## src/rtl/tmr8_regs.svh

```systemverilog
// Register indices, field positions, reset values and prescaler figures
`ifndef TMR8_REGS_SVH
`define TMR8_REGS_SVH
// Register indices; byte address is four times the index
`define TMR8_IDX_CTRL_A    8'h30
`define TMR8_IDX_CNT       8'h32
`define TMR8_IDX_CTRL_B    8'h33
`define TMR8_IDX_CMP_A     8'h36
`define TMR8_IDX_FLAGS     8'h38
`define TMR8_IDX_MASK      8'h39
`define TMR8_IDX_CMP_B     8'h3C
// Control register B fields
`define TMR8_B_FORCE_A     7
`define TMR8_B_FORCE_B     6
`define TMR8_B_TOP_BIT     3
`define TMR8_B_CS_HI       2
`define TMR8_B_CS_LO       0
// Control register A fields
`define TMR8_A_ACT_A_HI    7
`define TMR8_A_ACT_A_LO    6
`define TMR8_A_ACT_B_HI    5
`define TMR8_A_ACT_B_LO    4
`define TMR8_A_WM_HI       1
`define TMR8_A_WM_LO       0
// Mask and flag bit positions
`define TMR8_BIT_CMP_B     2
`define TMR8_BIT_CMP_A     1
`define TMR8_BIT_OVF       0
// Reset values
`define TMR8_RST_CTRL_A    8'h00
`define TMR8_RST_CTRL_B    8'h00
`define TMR8_RST_MASK      3'h0
`define TMR8_RST_FLAGS     3'h0
`define TMR8_RST_CNT       8'h00
`define TMR8_RST_CMP       8'h00
// Fixed count limits
`define TMR8_MAX           8'hFF
`define TMR8_BOTTOM        8'h00
// Prescaler taps as log2 of the division
`define TMR8_DIV8_LOG      3
`define TMR8_DIV64_LOG     6
`define TMR8_DIV256_LOG    8
`define TMR8_DIV1024_LOG   10
`endif

```

## src/rtl/tmr8_pkg.sv

```systemverilog
// Types shared by the timer files
`default_nettype none
package tmr8_pkg;
   typedef enum logic [2:0] {
      CS_STOP, CS_DIV1, CS_DIV8, CS_DIV64,
      CS_DIV256, CS_DIV1024, CS_EXT_FALL, CS_EXT_RISE
   } tmr8_cs_e;
   typedef enum {
      MODE_NORMAL, MODE_PHASE_PWM, MODE_CLEAR_ON_MATCH, MODE_FAST_PWM
   } tmr8_mode_e;
   typedef logic [7:0] tmr8_byte_t;
endpackage : tmr8_pkg
`default_nettype wire

```

## src/rtl/tmr8_core.sv

```systemverilog
// 8-bit timer/counter with APB register access
`include "tmr8_regs.svh"
`default_nettype none
module tmr8_core #(
   parameter int PRESC_WIDTH = 10
) (
   input  wire logic       pclk,          // I/O clock, 100 MHz
   input  wire logic       presetn,       // Async reset, active low
   input  wire logic       psel,          // APB select
   input  wire logic       penable,       // APB access phase
   input  wire logic       pwrite,        // APB write
   input  wire logic [9:0] paddr,         // APB byte address
   input  wire logic [31:0] pwdata,       // APB write data
   input  wire logic [3:0] pstrb,         // APB byte strobes
   output logic [31:0]     prdata,        // APB read data
   output logic            pready,        // APB ready
   output logic            pslverr,       // APB error, unmapped
   input  wire logic       global_irq_en, // CPU global enable
   input  wire logic       ack_cmp_b,     // Compare B vector taken
   input  wire logic       ack_cmp_a,     // Compare A vector taken
   input  wire logic       ack_ovf,       // Overflow vector taken
   input  wire logic       ext_count_pin, // External count pin
   output logic            irq_cmp_b,     // Compare B request
   output logic            irq_cmp_a,     // Compare A request
   output logic            irq_ovf,       // Overflow request
   output logic            wave_out_a,    // Channel A waveform
   output logic            wave_out_b     // Channel B waveform
);
   if (PRESC_WIDTH < `TMR8_DIV1024_LOG) begin : g_bad_width
      $error("PRESC_WIDTH too small");
   end

   localparam logic [7:0] RST_CTRL_B = `TMR8_RST_CTRL_B;

   logic [7:0] control_reg_a_q;
   logic       wave_mode_top_bit_q;
   logic [2:0] clock_source_select_q;
   logic [2:0] irq_mask_q;
   logic [2:0] irq_flag_q;
   logic [7:0] counter_value_q;
   logic [7:0] compare_value_a_q;
   logic [7:0] compare_value_b_q;
   logic       count_up_q;
   logic       block_q;
   logic [1:0] force_q;
   logic [1:0] wave_q;
   logic [31:0] prdata_q;
   logic       pslverr_q;

   logic       tick;
   logic       setup, wr;
   logic [7:0] idx, wdat;
   tmr8_pkg::tmr8_mode_e mode;
   logic       top_from_a, pwm;
   logic [7:0] top;
   logic [1:0] match;
   logic       at_top, to_bottom, ovf_evt;
   logic [7:0] cnt_next;
   logic       up_next;

   function automatic logic mapped(input logic [7:0] i);
      case (i)
         `TMR8_IDX_CTRL_A, `TMR8_IDX_CNT, `TMR8_IDX_CTRL_B,
         `TMR8_IDX_CMP_A, `TMR8_IDX_FLAGS, `TMR8_IDX_MASK,
         `TMR8_IDX_CMP_B: mapped = 1'b1;
         default:         mapped = 1'b0;
      endcase
   endfunction : mapped

   function automatic tmr8_pkg::tmr8_mode_e decode_mode(
      input logic [2:0] wm);
      case (wm)
         3'h1, 3'h5: decode_mode = tmr8_pkg::MODE_PHASE_PWM;
         3'h2:       decode_mode = tmr8_pkg::MODE_CLEAR_ON_MATCH;
         3'h3, 3'h7: decode_mode = tmr8_pkg::MODE_FAST_PWM;
         default:    decode_mode = tmr8_pkg::MODE_NORMAL;
      endcase
   endfunction : decode_mode

   // Reserved codes 4 and 6 run as normal mode
   assign mode = decode_mode({wave_mode_top_bit_q,
      control_reg_a_q[`TMR8_A_WM_HI:`TMR8_A_WM_LO]});
   assign top_from_a = wave_mode_top_bit_q |
      (mode == tmr8_pkg::MODE_CLEAR_ON_MATCH);
   assign top = top_from_a ? compare_value_a_q : `TMR8_MAX;
   assign pwm = (mode == tmr8_pkg::MODE_PHASE_PWM) |
                (mode == tmr8_pkg::MODE_FAST_PWM);

   tmr8_tick #(
      .PRESC_WIDTH (PRESC_WIDTH)
   ) u_tick (
      .pclk                (pclk),
      .presetn             (presetn),
      .clock_source_select (clock_source_select_q),
      .ext_count_pin       (ext_count_pin),
      .tick                (tick)
   );

   // APB decode; zero wait states, data registered in setup
   assign idx    = paddr[9:2];
   assign wdat   = pwdata[7:0];
   assign setup  = psel & ~penable;
   assign wr     = psel & penable & pwrite & pstrb[0] & mapped(idx);
   assign pready = 1'b1;
   assign prdata = prdata_q;
   assign pslverr = pslverr_q;

   always_ff @(posedge pclk or negedge presetn) begin
      if (!presetn) begin
         prdata_q  <= '0;
         pslverr_q <= 1'b0;
      end else if (setup) begin
         pslverr_q <= ~mapped(idx);
         prdata_q  <= '0;
         if (!pwrite) begin
            case (idx)
               `TMR8_IDX_CTRL_A: prdata_q[7:0] <= {control_reg_a_q[7:4],
                  2'h0, control_reg_a_q[1:0]};
               `TMR8_IDX_CTRL_B: prdata_q[7:0] <= {4'h0,
                  wave_mode_top_bit_q, clock_source_select_q};
               `TMR8_IDX_CNT:    prdata_q[7:0] <= counter_value_q;
               `TMR8_IDX_CMP_A:  prdata_q[7:0] <= compare_value_a_q;
               `TMR8_IDX_CMP_B:  prdata_q[7:0] <= compare_value_b_q;
               `TMR8_IDX_MASK:   prdata_q[7:0] <= {5'h0, irq_mask_q};
               `TMR8_IDX_FLAGS:  prdata_q[7:0] <= {5'h0, irq_flag_q};
               default:          prdata_q[7:0] <= 8'h00;
            endcase
         end
      end
   end

   // Control and compare registers
   always_ff @(posedge pclk or negedge presetn) begin
      if (!presetn) begin
         control_reg_a_q       <= `TMR8_RST_CTRL_A;
         wave_mode_top_bit_q   <= RST_CTRL_B[`TMR8_B_TOP_BIT];
         clock_source_select_q <= RST_CTRL_B[`TMR8_B_CS_HI:`TMR8_B_CS_LO];
         irq_mask_q            <= `TMR8_RST_MASK;
         compare_value_a_q     <= `TMR8_RST_CMP;
         compare_value_b_q     <= `TMR8_RST_CMP;
      end else if (wr) begin
         case (idx)
            `TMR8_IDX_CTRL_A: control_reg_a_q <= wdat;
            `TMR8_IDX_CTRL_B: begin
               wave_mode_top_bit_q   <= wdat[`TMR8_B_TOP_BIT];
               clock_source_select_q <= wdat[`TMR8_B_CS_HI:`TMR8_B_CS_LO];
            end
            `TMR8_IDX_MASK:   irq_mask_q <= wdat[2:0];
            `TMR8_IDX_CMP_A:  compare_value_a_q <= wdat;
            `TMR8_IDX_CMP_B:  compare_value_b_q <= wdat;
            default:          ;
         endcase
      end
   end

   // Force strobes live one cycle; PWM modes ignore them
   always_ff @(posedge pclk or negedge presetn) begin
      if (!presetn) begin
         force_q <= 2'b00;
      end else if (wr && idx == `TMR8_IDX_CTRL_B && !pwm) begin
         force_q <= {wdat[`TMR8_B_FORCE_B],
                     wdat[`TMR8_B_FORCE_A]};
      end else begin
         force_q <= 2'b00;
      end
   end

   // Match ignores the tick right after a counter write
   assign match[0] = (counter_value_q == compare_value_a_q) & ~block_q;
   assign match[1] = (counter_value_q == compare_value_b_q) & ~block_q;
   assign at_top   = counter_value_q == top;

   always_comb begin
      cnt_next  = counter_value_q + 8'h01;
      up_next   = 1'b1;
      to_bottom = 1'b0;
      ovf_evt   = 1'b0;
      case (mode)
         tmr8_pkg::MODE_NORMAL: begin
            ovf_evt = counter_value_q == `TMR8_MAX;
         end
         tmr8_pkg::MODE_CLEAR_ON_MATCH: begin
            // Counter-only top check, so a force never clears it
            if (at_top) cnt_next = `TMR8_BOTTOM;
            to_bottom = at_top;
            ovf_evt   = counter_value_q == `TMR8_MAX;
         end
         tmr8_pkg::MODE_FAST_PWM: begin
            if (at_top) cnt_next = `TMR8_BOTTOM;
            to_bottom = at_top;
            ovf_evt   = at_top;
         end
         tmr8_pkg::MODE_PHASE_PWM: begin
            up_next = count_up_q;
            if (count_up_q && at_top) up_next = 1'b0;
            if (!count_up_q && counter_value_q == `TMR8_BOTTOM)
               up_next = 1'b1;
            cnt_next = up_next ? counter_value_q + 8'h01
                               : counter_value_q - 8'h01;
            ovf_evt  = !count_up_q && counter_value_q == `TMR8_BOTTOM;
         end
         default: ;
      endcase
   end

   always_ff @(posedge pclk or negedge presetn) begin
      if (!presetn) begin
         counter_value_q <= `TMR8_RST_CNT;
         count_up_q      <= 1'b1;
         block_q         <= 1'b0;
      end else if (wr && idx == `TMR8_IDX_CNT) begin
         counter_value_q <= wdat;
         block_q         <= 1'b1;
      end else if (tick) begin
         counter_value_q <= cnt_next;
         count_up_q      <= up_next;
         block_q         <= 1'b0;
      end
   end

   // Flags: hardware set wins over software or vector clear
   always_ff @(posedge pclk or negedge presetn) begin
      if (!presetn) begin
         irq_flag_q <= `TMR8_RST_FLAGS;
      end else begin
         for (int i = 0; i < 3; i++) begin
            logic set, clr;
            set = 1'b0;
            clr = wr && idx == `TMR8_IDX_FLAGS && wdat[i];
            case (i)
               `TMR8_BIT_OVF: begin
                  set = tick & ovf_evt;
                  clr = clr | ack_ovf;
               end
               `TMR8_BIT_CMP_A: begin
                  set = tick & match[0];
                  clr = clr | ack_cmp_a;
               end
               default: begin
                  set = tick & match[1];
                  clr = clr | ack_cmp_b;
               end
            endcase
            if (set)      irq_flag_q[i] <= 1'b1;
            else if (clr) irq_flag_q[i] <= 1'b0;
         end
      end
   end

   assign irq_ovf   = global_irq_en & irq_mask_q[`TMR8_BIT_OVF] &
                      irq_flag_q[`TMR8_BIT_OVF];
   assign irq_cmp_a = global_irq_en & irq_mask_q[`TMR8_BIT_CMP_A] &
                      irq_flag_q[`TMR8_BIT_CMP_A];
   assign irq_cmp_b = global_irq_en & irq_mask_q[`TMR8_BIT_CMP_B] &
                      irq_flag_q[`TMR8_BIT_CMP_B];

   // Next output level for one channel
   function automatic logic wave_next(
      input logic [1:0]           act,
      input logic                 cur,
      input tmr8_pkg::tmr8_mode_e md,
      input logic                 hit,
      input logic                 frc,
      input logic                 bot,
      input logic                 up,
      input logic                 top_hit,
      input logic                 tog_ok);
      wave_next = cur;
      case (md)
         tmr8_pkg::MODE_FAST_PWM: begin
            if (act == 2'b01) begin
               if (tog_ok && hit) wave_next = ~cur;
            end else if (act[1]) begin
               // Top equal to compare: only the bottom edge acts
               if (bot)                   wave_next = ~act[0];
               else if (hit && !top_hit) wave_next = act[0];
            end
         end
         tmr8_pkg::MODE_PHASE_PWM: begin
            if (act == 2'b01) begin
               if (tog_ok && hit) wave_next = ~cur;
            end else if (act[1] && hit) begin
               wave_next = up ? act[0] : ~act[0];
            end
         end
         default: begin
            if (hit || frc) begin
               case (act)
                  2'b01:   wave_next = ~cur;
                  2'b10:   wave_next = 1'b0;
                  2'b11:   wave_next = 1'b1;
                  default: wave_next = cur;
               endcase
            end
         end
      endcase
   endfunction : wave_next

   genvar ch;
   generate
      for (ch = 0; ch < 2; ch++) begin : g_wave
         logic [1:0] act;
         logic [7:0] cmp;
         assign act = (ch == 0)
            ? control_reg_a_q[`TMR8_A_ACT_A_HI:`TMR8_A_ACT_A_LO]
            : control_reg_a_q[`TMR8_A_ACT_B_HI:`TMR8_A_ACT_B_LO];
         assign cmp = (ch == 0) ? compare_value_a_q : compare_value_b_q;
         always_ff @(posedge pclk or negedge presetn) begin
            if (!presetn) begin
               wave_q[ch] <= 1'b0;
            end else if (tick || force_q[ch]) begin
               wave_q[ch] <= wave_next(act, wave_q[ch], mode,
                  tick & match[ch], force_q[ch], tick & to_bottom,
                  count_up_q, cmp == top,
                  (ch == 0) & wave_mode_top_bit_q);
            end
         end
      end
   endgenerate

   assign wave_out_a = wave_q[0];
   assign wave_out_b = wave_q[1];
endmodule : tmr8_core
`default_nettype wire

```

## src/rtl/tmr8_tick.sv

```systemverilog
// Clock source select: prescaler taps and external count pin edges
`include "tmr8_regs.svh"
`default_nettype none
module tmr8_tick #(
   parameter int PRESC_WIDTH = 10
) (
   input  wire logic       pclk,          // I/O clock
   input  wire logic       presetn,       // Async reset, active low
   input  wire logic [2:0] clock_source_select, // Source code
   input  wire logic       ext_count_pin, // External count pin level
   output logic            tick           // One-cycle count pulse
);
   if (PRESC_WIDTH < `TMR8_DIV1024_LOG) begin : g_bad_width
      $error("PRESC_WIDTH too small for the 1024 tap");
   end

   logic [PRESC_WIDTH-1:0] presc_q;
   logic                   sync1_q, sync2_q, sync3_q, lvl_q, lvl_prev_q;
   logic                   rise, fall;

   // Free running so a source change never waits a full wrap
   always_ff @(posedge pclk or negedge presetn) begin
      if (!presetn) presc_q <= '0;
      else          presc_q <= presc_q + 1'b1;
   end

   // Pin is sampled even when driven by this chip as an output
   always_ff @(posedge pclk or negedge presetn) begin
      if (!presetn) begin
         sync1_q    <= 1'b0;
         sync2_q    <= 1'b0;
         sync3_q    <= 1'b0;
         lvl_q      <= 1'b0;
         lvl_prev_q <= 1'b0;
      end else begin
         sync1_q    <= ext_count_pin;
         sync2_q    <= sync1_q;
         sync3_q    <= sync2_q;
         if (sync2_q == sync3_q) lvl_q <= sync3_q;
         lvl_prev_q <= lvl_q;
      end
   end

   assign rise = lvl_q & ~lvl_prev_q;
   assign fall = ~lvl_q & lvl_prev_q;

   function automatic logic tap(input logic [PRESC_WIDTH-1:0] p,
                                input int lg);
      logic [PRESC_WIDTH-1:0] m;
      m   = (PRESC_WIDTH)'((1 << lg) - 1);
      tap = (p & m) == m;
   endfunction : tap

   always_comb begin
      case (tmr8_pkg::tmr8_cs_e'(clock_source_select))
         tmr8_pkg::CS_STOP:     tick = 1'b0;
         tmr8_pkg::CS_DIV1:     tick = 1'b1;
         tmr8_pkg::CS_DIV8:     tick = tap(presc_q, `TMR8_DIV8_LOG);
         tmr8_pkg::CS_DIV64:    tick = tap(presc_q, `TMR8_DIV64_LOG);
         tmr8_pkg::CS_DIV256:   tick = tap(presc_q, `TMR8_DIV256_LOG);
         tmr8_pkg::CS_DIV1024:  tick = tap(presc_q, `TMR8_DIV1024_LOG);
         tmr8_pkg::CS_EXT_FALL: tick = fall;
         tmr8_pkg::CS_EXT_RISE: tick = rise;
         default:               tick = 1'b0;
      endcase
   end
endmodule : tmr8_tick
`default_nettype wire

```

## config.mk

```make
export PLATFORM = sky130hd
export DESIGN_NAME = tmr8_core
export DESIGN_NICKNAME = d
export VERILOG_FILES = /design/src/rtl/tmr8_pkg.sv /design/src/rtl/tmr8_core.sv /design/src/rtl/tmr8_tick.sv
export VERILOG_INCLUDE_DIRS = /design/src /design/src/rtl
export SDC_FILE = /design/constraint.sdc
export NUM_CORES = 1
export LEC_CHECK = 0
export ABC_AREA = 0
export BUFFER_PORTS_ARGS = -buffer_cell sky130_fd_sc_hd__buf_2
export CORE_ASPECT_RATIO = 0.8
export CORE_MARGIN = 2
export CORE_UTILIZATION = 52
export CTS_BUF_LIST = sky130_fd_sc_hd__clkbuf_2
export DETAILED_ROUTE_END_ITERATION = 7
export PLACE_DENSITY = 0.82
export SYNTH_ARGS = -nofsm -noshare
export SYNTH_HDL_FRONTEND = slang
export SYNTH_SLANG_ARGS = --single-unit
```

## constraint.sdc

```tcl
create_clock -name pclk -period 2.2 [get_ports pclk]
set_input_delay 0.22 -clock pclk [delete_from_list [all_inputs] [get_ports pclk]]
set_output_delay 0.22 -clock pclk [all_outputs]
set_load 0.005 [all_outputs]
```

==> metrics <==
result of the run=complete, but fails checks; violations in the final reports=negative setup slack; overall power of the completed layout=2.399 mW; sequential element share of the synthesized area=roughly two fifths; Reg2Reg Depth=12; fill cell instance count of the final layout=a little under 700; Synth warnings=0; classification of the worst setup path=flip-flop to flip-flop; area of the die=~0.0096 mm²; largest buffer count on any clock path=2; cts bufs inserted=9; pin count of the biggest net entering global routing=34; Avg WL per Cell=between 15 and 20 µm; height of the die=slightly below 90 µm; DRC Markers=0; area of the multi-input gates=between 0.002 and 0.003 mm²; pre-CTS worst setup slack=-0.3509 ns; global-route congestion overflow total=0; crit path time final=approximately 2.5 ns; Layout Skew=approximately 0.038 ns; Total GRT Usage=approximately 30%; setup-violating endpoint count in the final report=10; clock-pin slew reported for the worst setup and hold paths after clock tree synthesis=0.24 ns; startpoint class of the critical path=flip-flop; Tightest Pin Transition=approximately 0.76 ns; Max Fclk=just over 0.4 GHz; maximum VDD drop=approximately 0.43 mV; unique cell type count in the Yosys netlist=just under 70; type of the worst min-delay path=primary input to flip-flop; clock latency reported for the late side of the worst-skew pair=approximately 0.58 ns; number of max-capacitance violations reported=0; detail-routed via count per cell=between 6 and 7; vias after detailed routing=roughly 4500; FP Rows=30; worst hold stages=3; number of global-route vias before repair=about 4100; DRT Wirelength=14.14 mm; EDFF count, synth=0; gate count of the mapped netlist=around 500; number of antenna violations at the first check in global routing=0; I/O Buffers=40; Reg area=0.001755 mm²; slew margin rel.=between 40% and 50%; Final nets=roughly 700; data required time of the worst path=~2.7 ns; CP endpoint kind=flip-flop; relative area change from synthesis to final layout=28.74%; antenna-violating nets left=0; top cell type by total area after synthesis=sky130_fd_sc_hd__dfrtp_1; effective utilization at floorplan=between 50% and 60%; Pleak=about 2.8 nW; sink count of the clock tree=70; final hold vios=0; Async SR Flop Fraction=100.0%; largest cells by area after synthesis=sky130_fd_sc_hd__dfrtp_1 (38%), sky130_fd_sc_hd__mux2_2 (6.4%), sky130_fd_sc_hd__nand2_1 (4.8%); CTS H-tree lvls=3; post-synthesis instance area=0.004571 mm²; maximum fanout encountered on the critical timing path=6; Tcrit/Tclk final=111.7%; final core utilization=69.06%; arrival time worst endpoint=2.93 ns; final critical-path setup slack=-0.2567 ns; dominant cell by count in the synthesized netlist=sky130_fd_sc_hd__dfrtp_1; Detail Placement HPWL=10.31 mm; RePlAce Congestion=roughly 1.0; ratio of cells with drive above 1 in the final layout=between 30 and 40%; most common flop cell mapped by yosys=sky130_fd_sc_hd__dfrtp_1; TritonCTS clock tree=built; area share of the largest cell type after synthesis=a little under two fifths; die boundary width=108.8 µm; count of state elements after synthesis=70; mean area per synthesized cell=~9 µm²; count of pins on the block boundary=95; unrepaired setup endpoints after global routing=yes; first-pass iteration count of the detailed router=7; top cells by count, synth=sky130_fd_sc_hd__dfrtp_1 (69), sky130_fd_sc_hd__nand2_1 (58), sky130_fd_sc_hd__nor2_1 (28); power density over the cells=approximately 410 mW/mm²; core footprint=0.008521 mm²; global-route wire length before repair=approximately 22 mm; CTS root buf=sky130_fd_sc_hd__clkbuf_2; starting DRC count in detailed routing=550; Slew Limit Fails=0
-- worst max-delay path, cell delays in order (launching register included) --
cell                      delay, ns
sky130_fd_sc_hd__dfrtp_1       0.44
sky130_fd_sc_hd__nor2b_4       0.15
sky130_fd_sc_hd__buf_6         0.13
sky130_fd_sc_hd__or2_4         0.26
sky130_fd_sc_hd__o32ai_2       0.13
sky130_fd_sc_hd__o22ai_2       0.18
sky130_fd_sc_hd__buf_4         0.17
sky130_fd_sc_hd__nor3_4        0.14
sky130_fd_sc_hd__buf_4         0.16
sky130_fd_sc_hd__buf_4         0.10
sky130_fd_sc_hd__mux2i_1       0.18
sky130_fd_sc_hd__nor4_1        0.07
sky130_fd_sc_hd__a211o_1       0.26
-- metrics by stage --
stage / area (µm²) / setup TNS [ns] / hold slack, ns / instances
floorplan: 4687 / -0.8264 / -0.07559 / 524
global placement: 5349 / -1.975 / 0.3169 / 707
detailed placement: 5349 / -2.529 / 0.3234 / 707
CTS: 5784 / -1.007 / 0.1028 / 740
global route: 5882 / -2.805 / 0.1132 / 743
finish: 5884 / -2.025 / 0.1188 / 744
-- final timing paths --
path	from	slack, ns	end
worst max-delay path	control_reg_a_q[1]	-0.26	counter_value_q[3]
worst min-delay path	pwrite	0.12	prdata[2]
worst max register to register	control_reg_a_q[1]	-0.26	counter_value_q[3]
worst min register to register	u_tick.sync1_q	0.39	u_tick.sync2_q
max in group asynchronous	presetn	1.20	wave_out_b
min in group asynchronous	presetn	0.19	u_tick.sync2_q
-- sequential cells by signal, indices dropped and copies added (netlist names), 2 cells and up --
signal and count:
counter_value_q 8, force_q 2, compare_value_a_q 8, clock_source_select_q 3, control_reg_a_q 6, compare_value_b_q 8, irq_mask_q 3, prdata 8
irq_flag_q 3, u_tick.presc_q 10
-- timing repair --
| action | CTS | global route |
|---|---|---|
| resized for setup | 28 | 18 |
| hold endpoints to repair | 65 | 0 |
| setup endpoints to repair | 11 | 12 |
| buffers inserted | 5 | 3 |
| pin swaps | 21 | 4 |
| hold buffers | 13 | 0 |
-- cells in the final DEF (no fill, tap or decap), types with 5 or more instances in the layout --
cell type                       count
sky130_fd_sc_hd__mux2i_1            6
sky130_fd_sc_hd__nor2_1            27
sky130_fd_sc_hd__conb_1            25
sky130_fd_sc_hd__nand3_1           14
sky130_fd_sc_hd__inv_1              9
sky130_fd_sc_hd__a22oi_1            5
sky130_fd_sc_hd__and3_1            18
sky130_fd_sc_hd__mux2_2            26
sky130_fd_sc_hd__xor2_1            18
sky130_fd_sc_hd__a31oi_1            7
sky130_fd_sc_hd__buf_2             40
sky130_fd_sc_hd__nand2b_1           6
sky130_fd_sc_hd__clkbuf_2           9
sky130_fd_sc_hd__nand2_1           55
sky130_fd_sc_hd__o21ai_0           24
sky130_fd_sc_hd__dfrtp_1           67
sky130_fd_sc_hd__a21oi_1           14
sky130_fd_sc_hd__mux2_1             5
sky130_fd_sc_hd__o22ai_1            6
sky130_fd_sc_hd__dlygate4sd3_1     13
sky130_fd_sc_hd__a21oi_2            5
sky130_fd_sc_hd__ha_1               5
sky130_fd_sc_hd__nor3_1            13
sky130_fd_sc_hd__buf_4             92
sky130_fd_sc_hd__xnor2_1           10
-- metal layers --
layer / vias up / routed length [µm] / GRT usage, %
met1: 2164 / 5788 / 40.44
met2: 266 / 6626 / 48.01
met4: 0 / 343 / 9.907
met3: 33 / 1382 / 7.738
li1: 2011 / - / -
met5: - / 0 / 0
-- final cells by class --
| type | instances | share of cell area (%) |
|---|---|---|
| clock buffers | 9 | 0.7655 |
| diodes | 1 | 0.04253 |
| clock inverters | 7 | 1.786 |
| repair buffers | 149 | 18.12 |
| inverters | 9 | 0.5741 |
| multi-input cells | 387 | 46.50 |
| well taps | 112 | 2.381 |
| flip-flops and latches | 70 | 29.83 |
-- cell families (layout without fill, tap and decap cells) --
logic type               after synthesis  count (layout)  synth area share (%)
other                                  2              26                0.1643
multiplexers                          40              40                 9.745
AND/OR/NAND/NOR                      173             173                 19.33
XOR/XNOR                              31              31                 5.940
adder cells (fa/ha/maj)                6               6                 1.588
flip-flops                            70              70                 38.35
AO/OA/AOI/OAI                        112             112                 16.75
buffers and inverters                 67             174                 8.130
-- power by group --
group / internal, mW / switching, mW / total [mW]
registers: 1.30 / 0.00586 / 1.30
clock network: 0.394 / 0.558 / 0.952
logic: 0.0548 / 0.0881 / 0.143
Note: power is estimated with default switching activity, not from simulation.
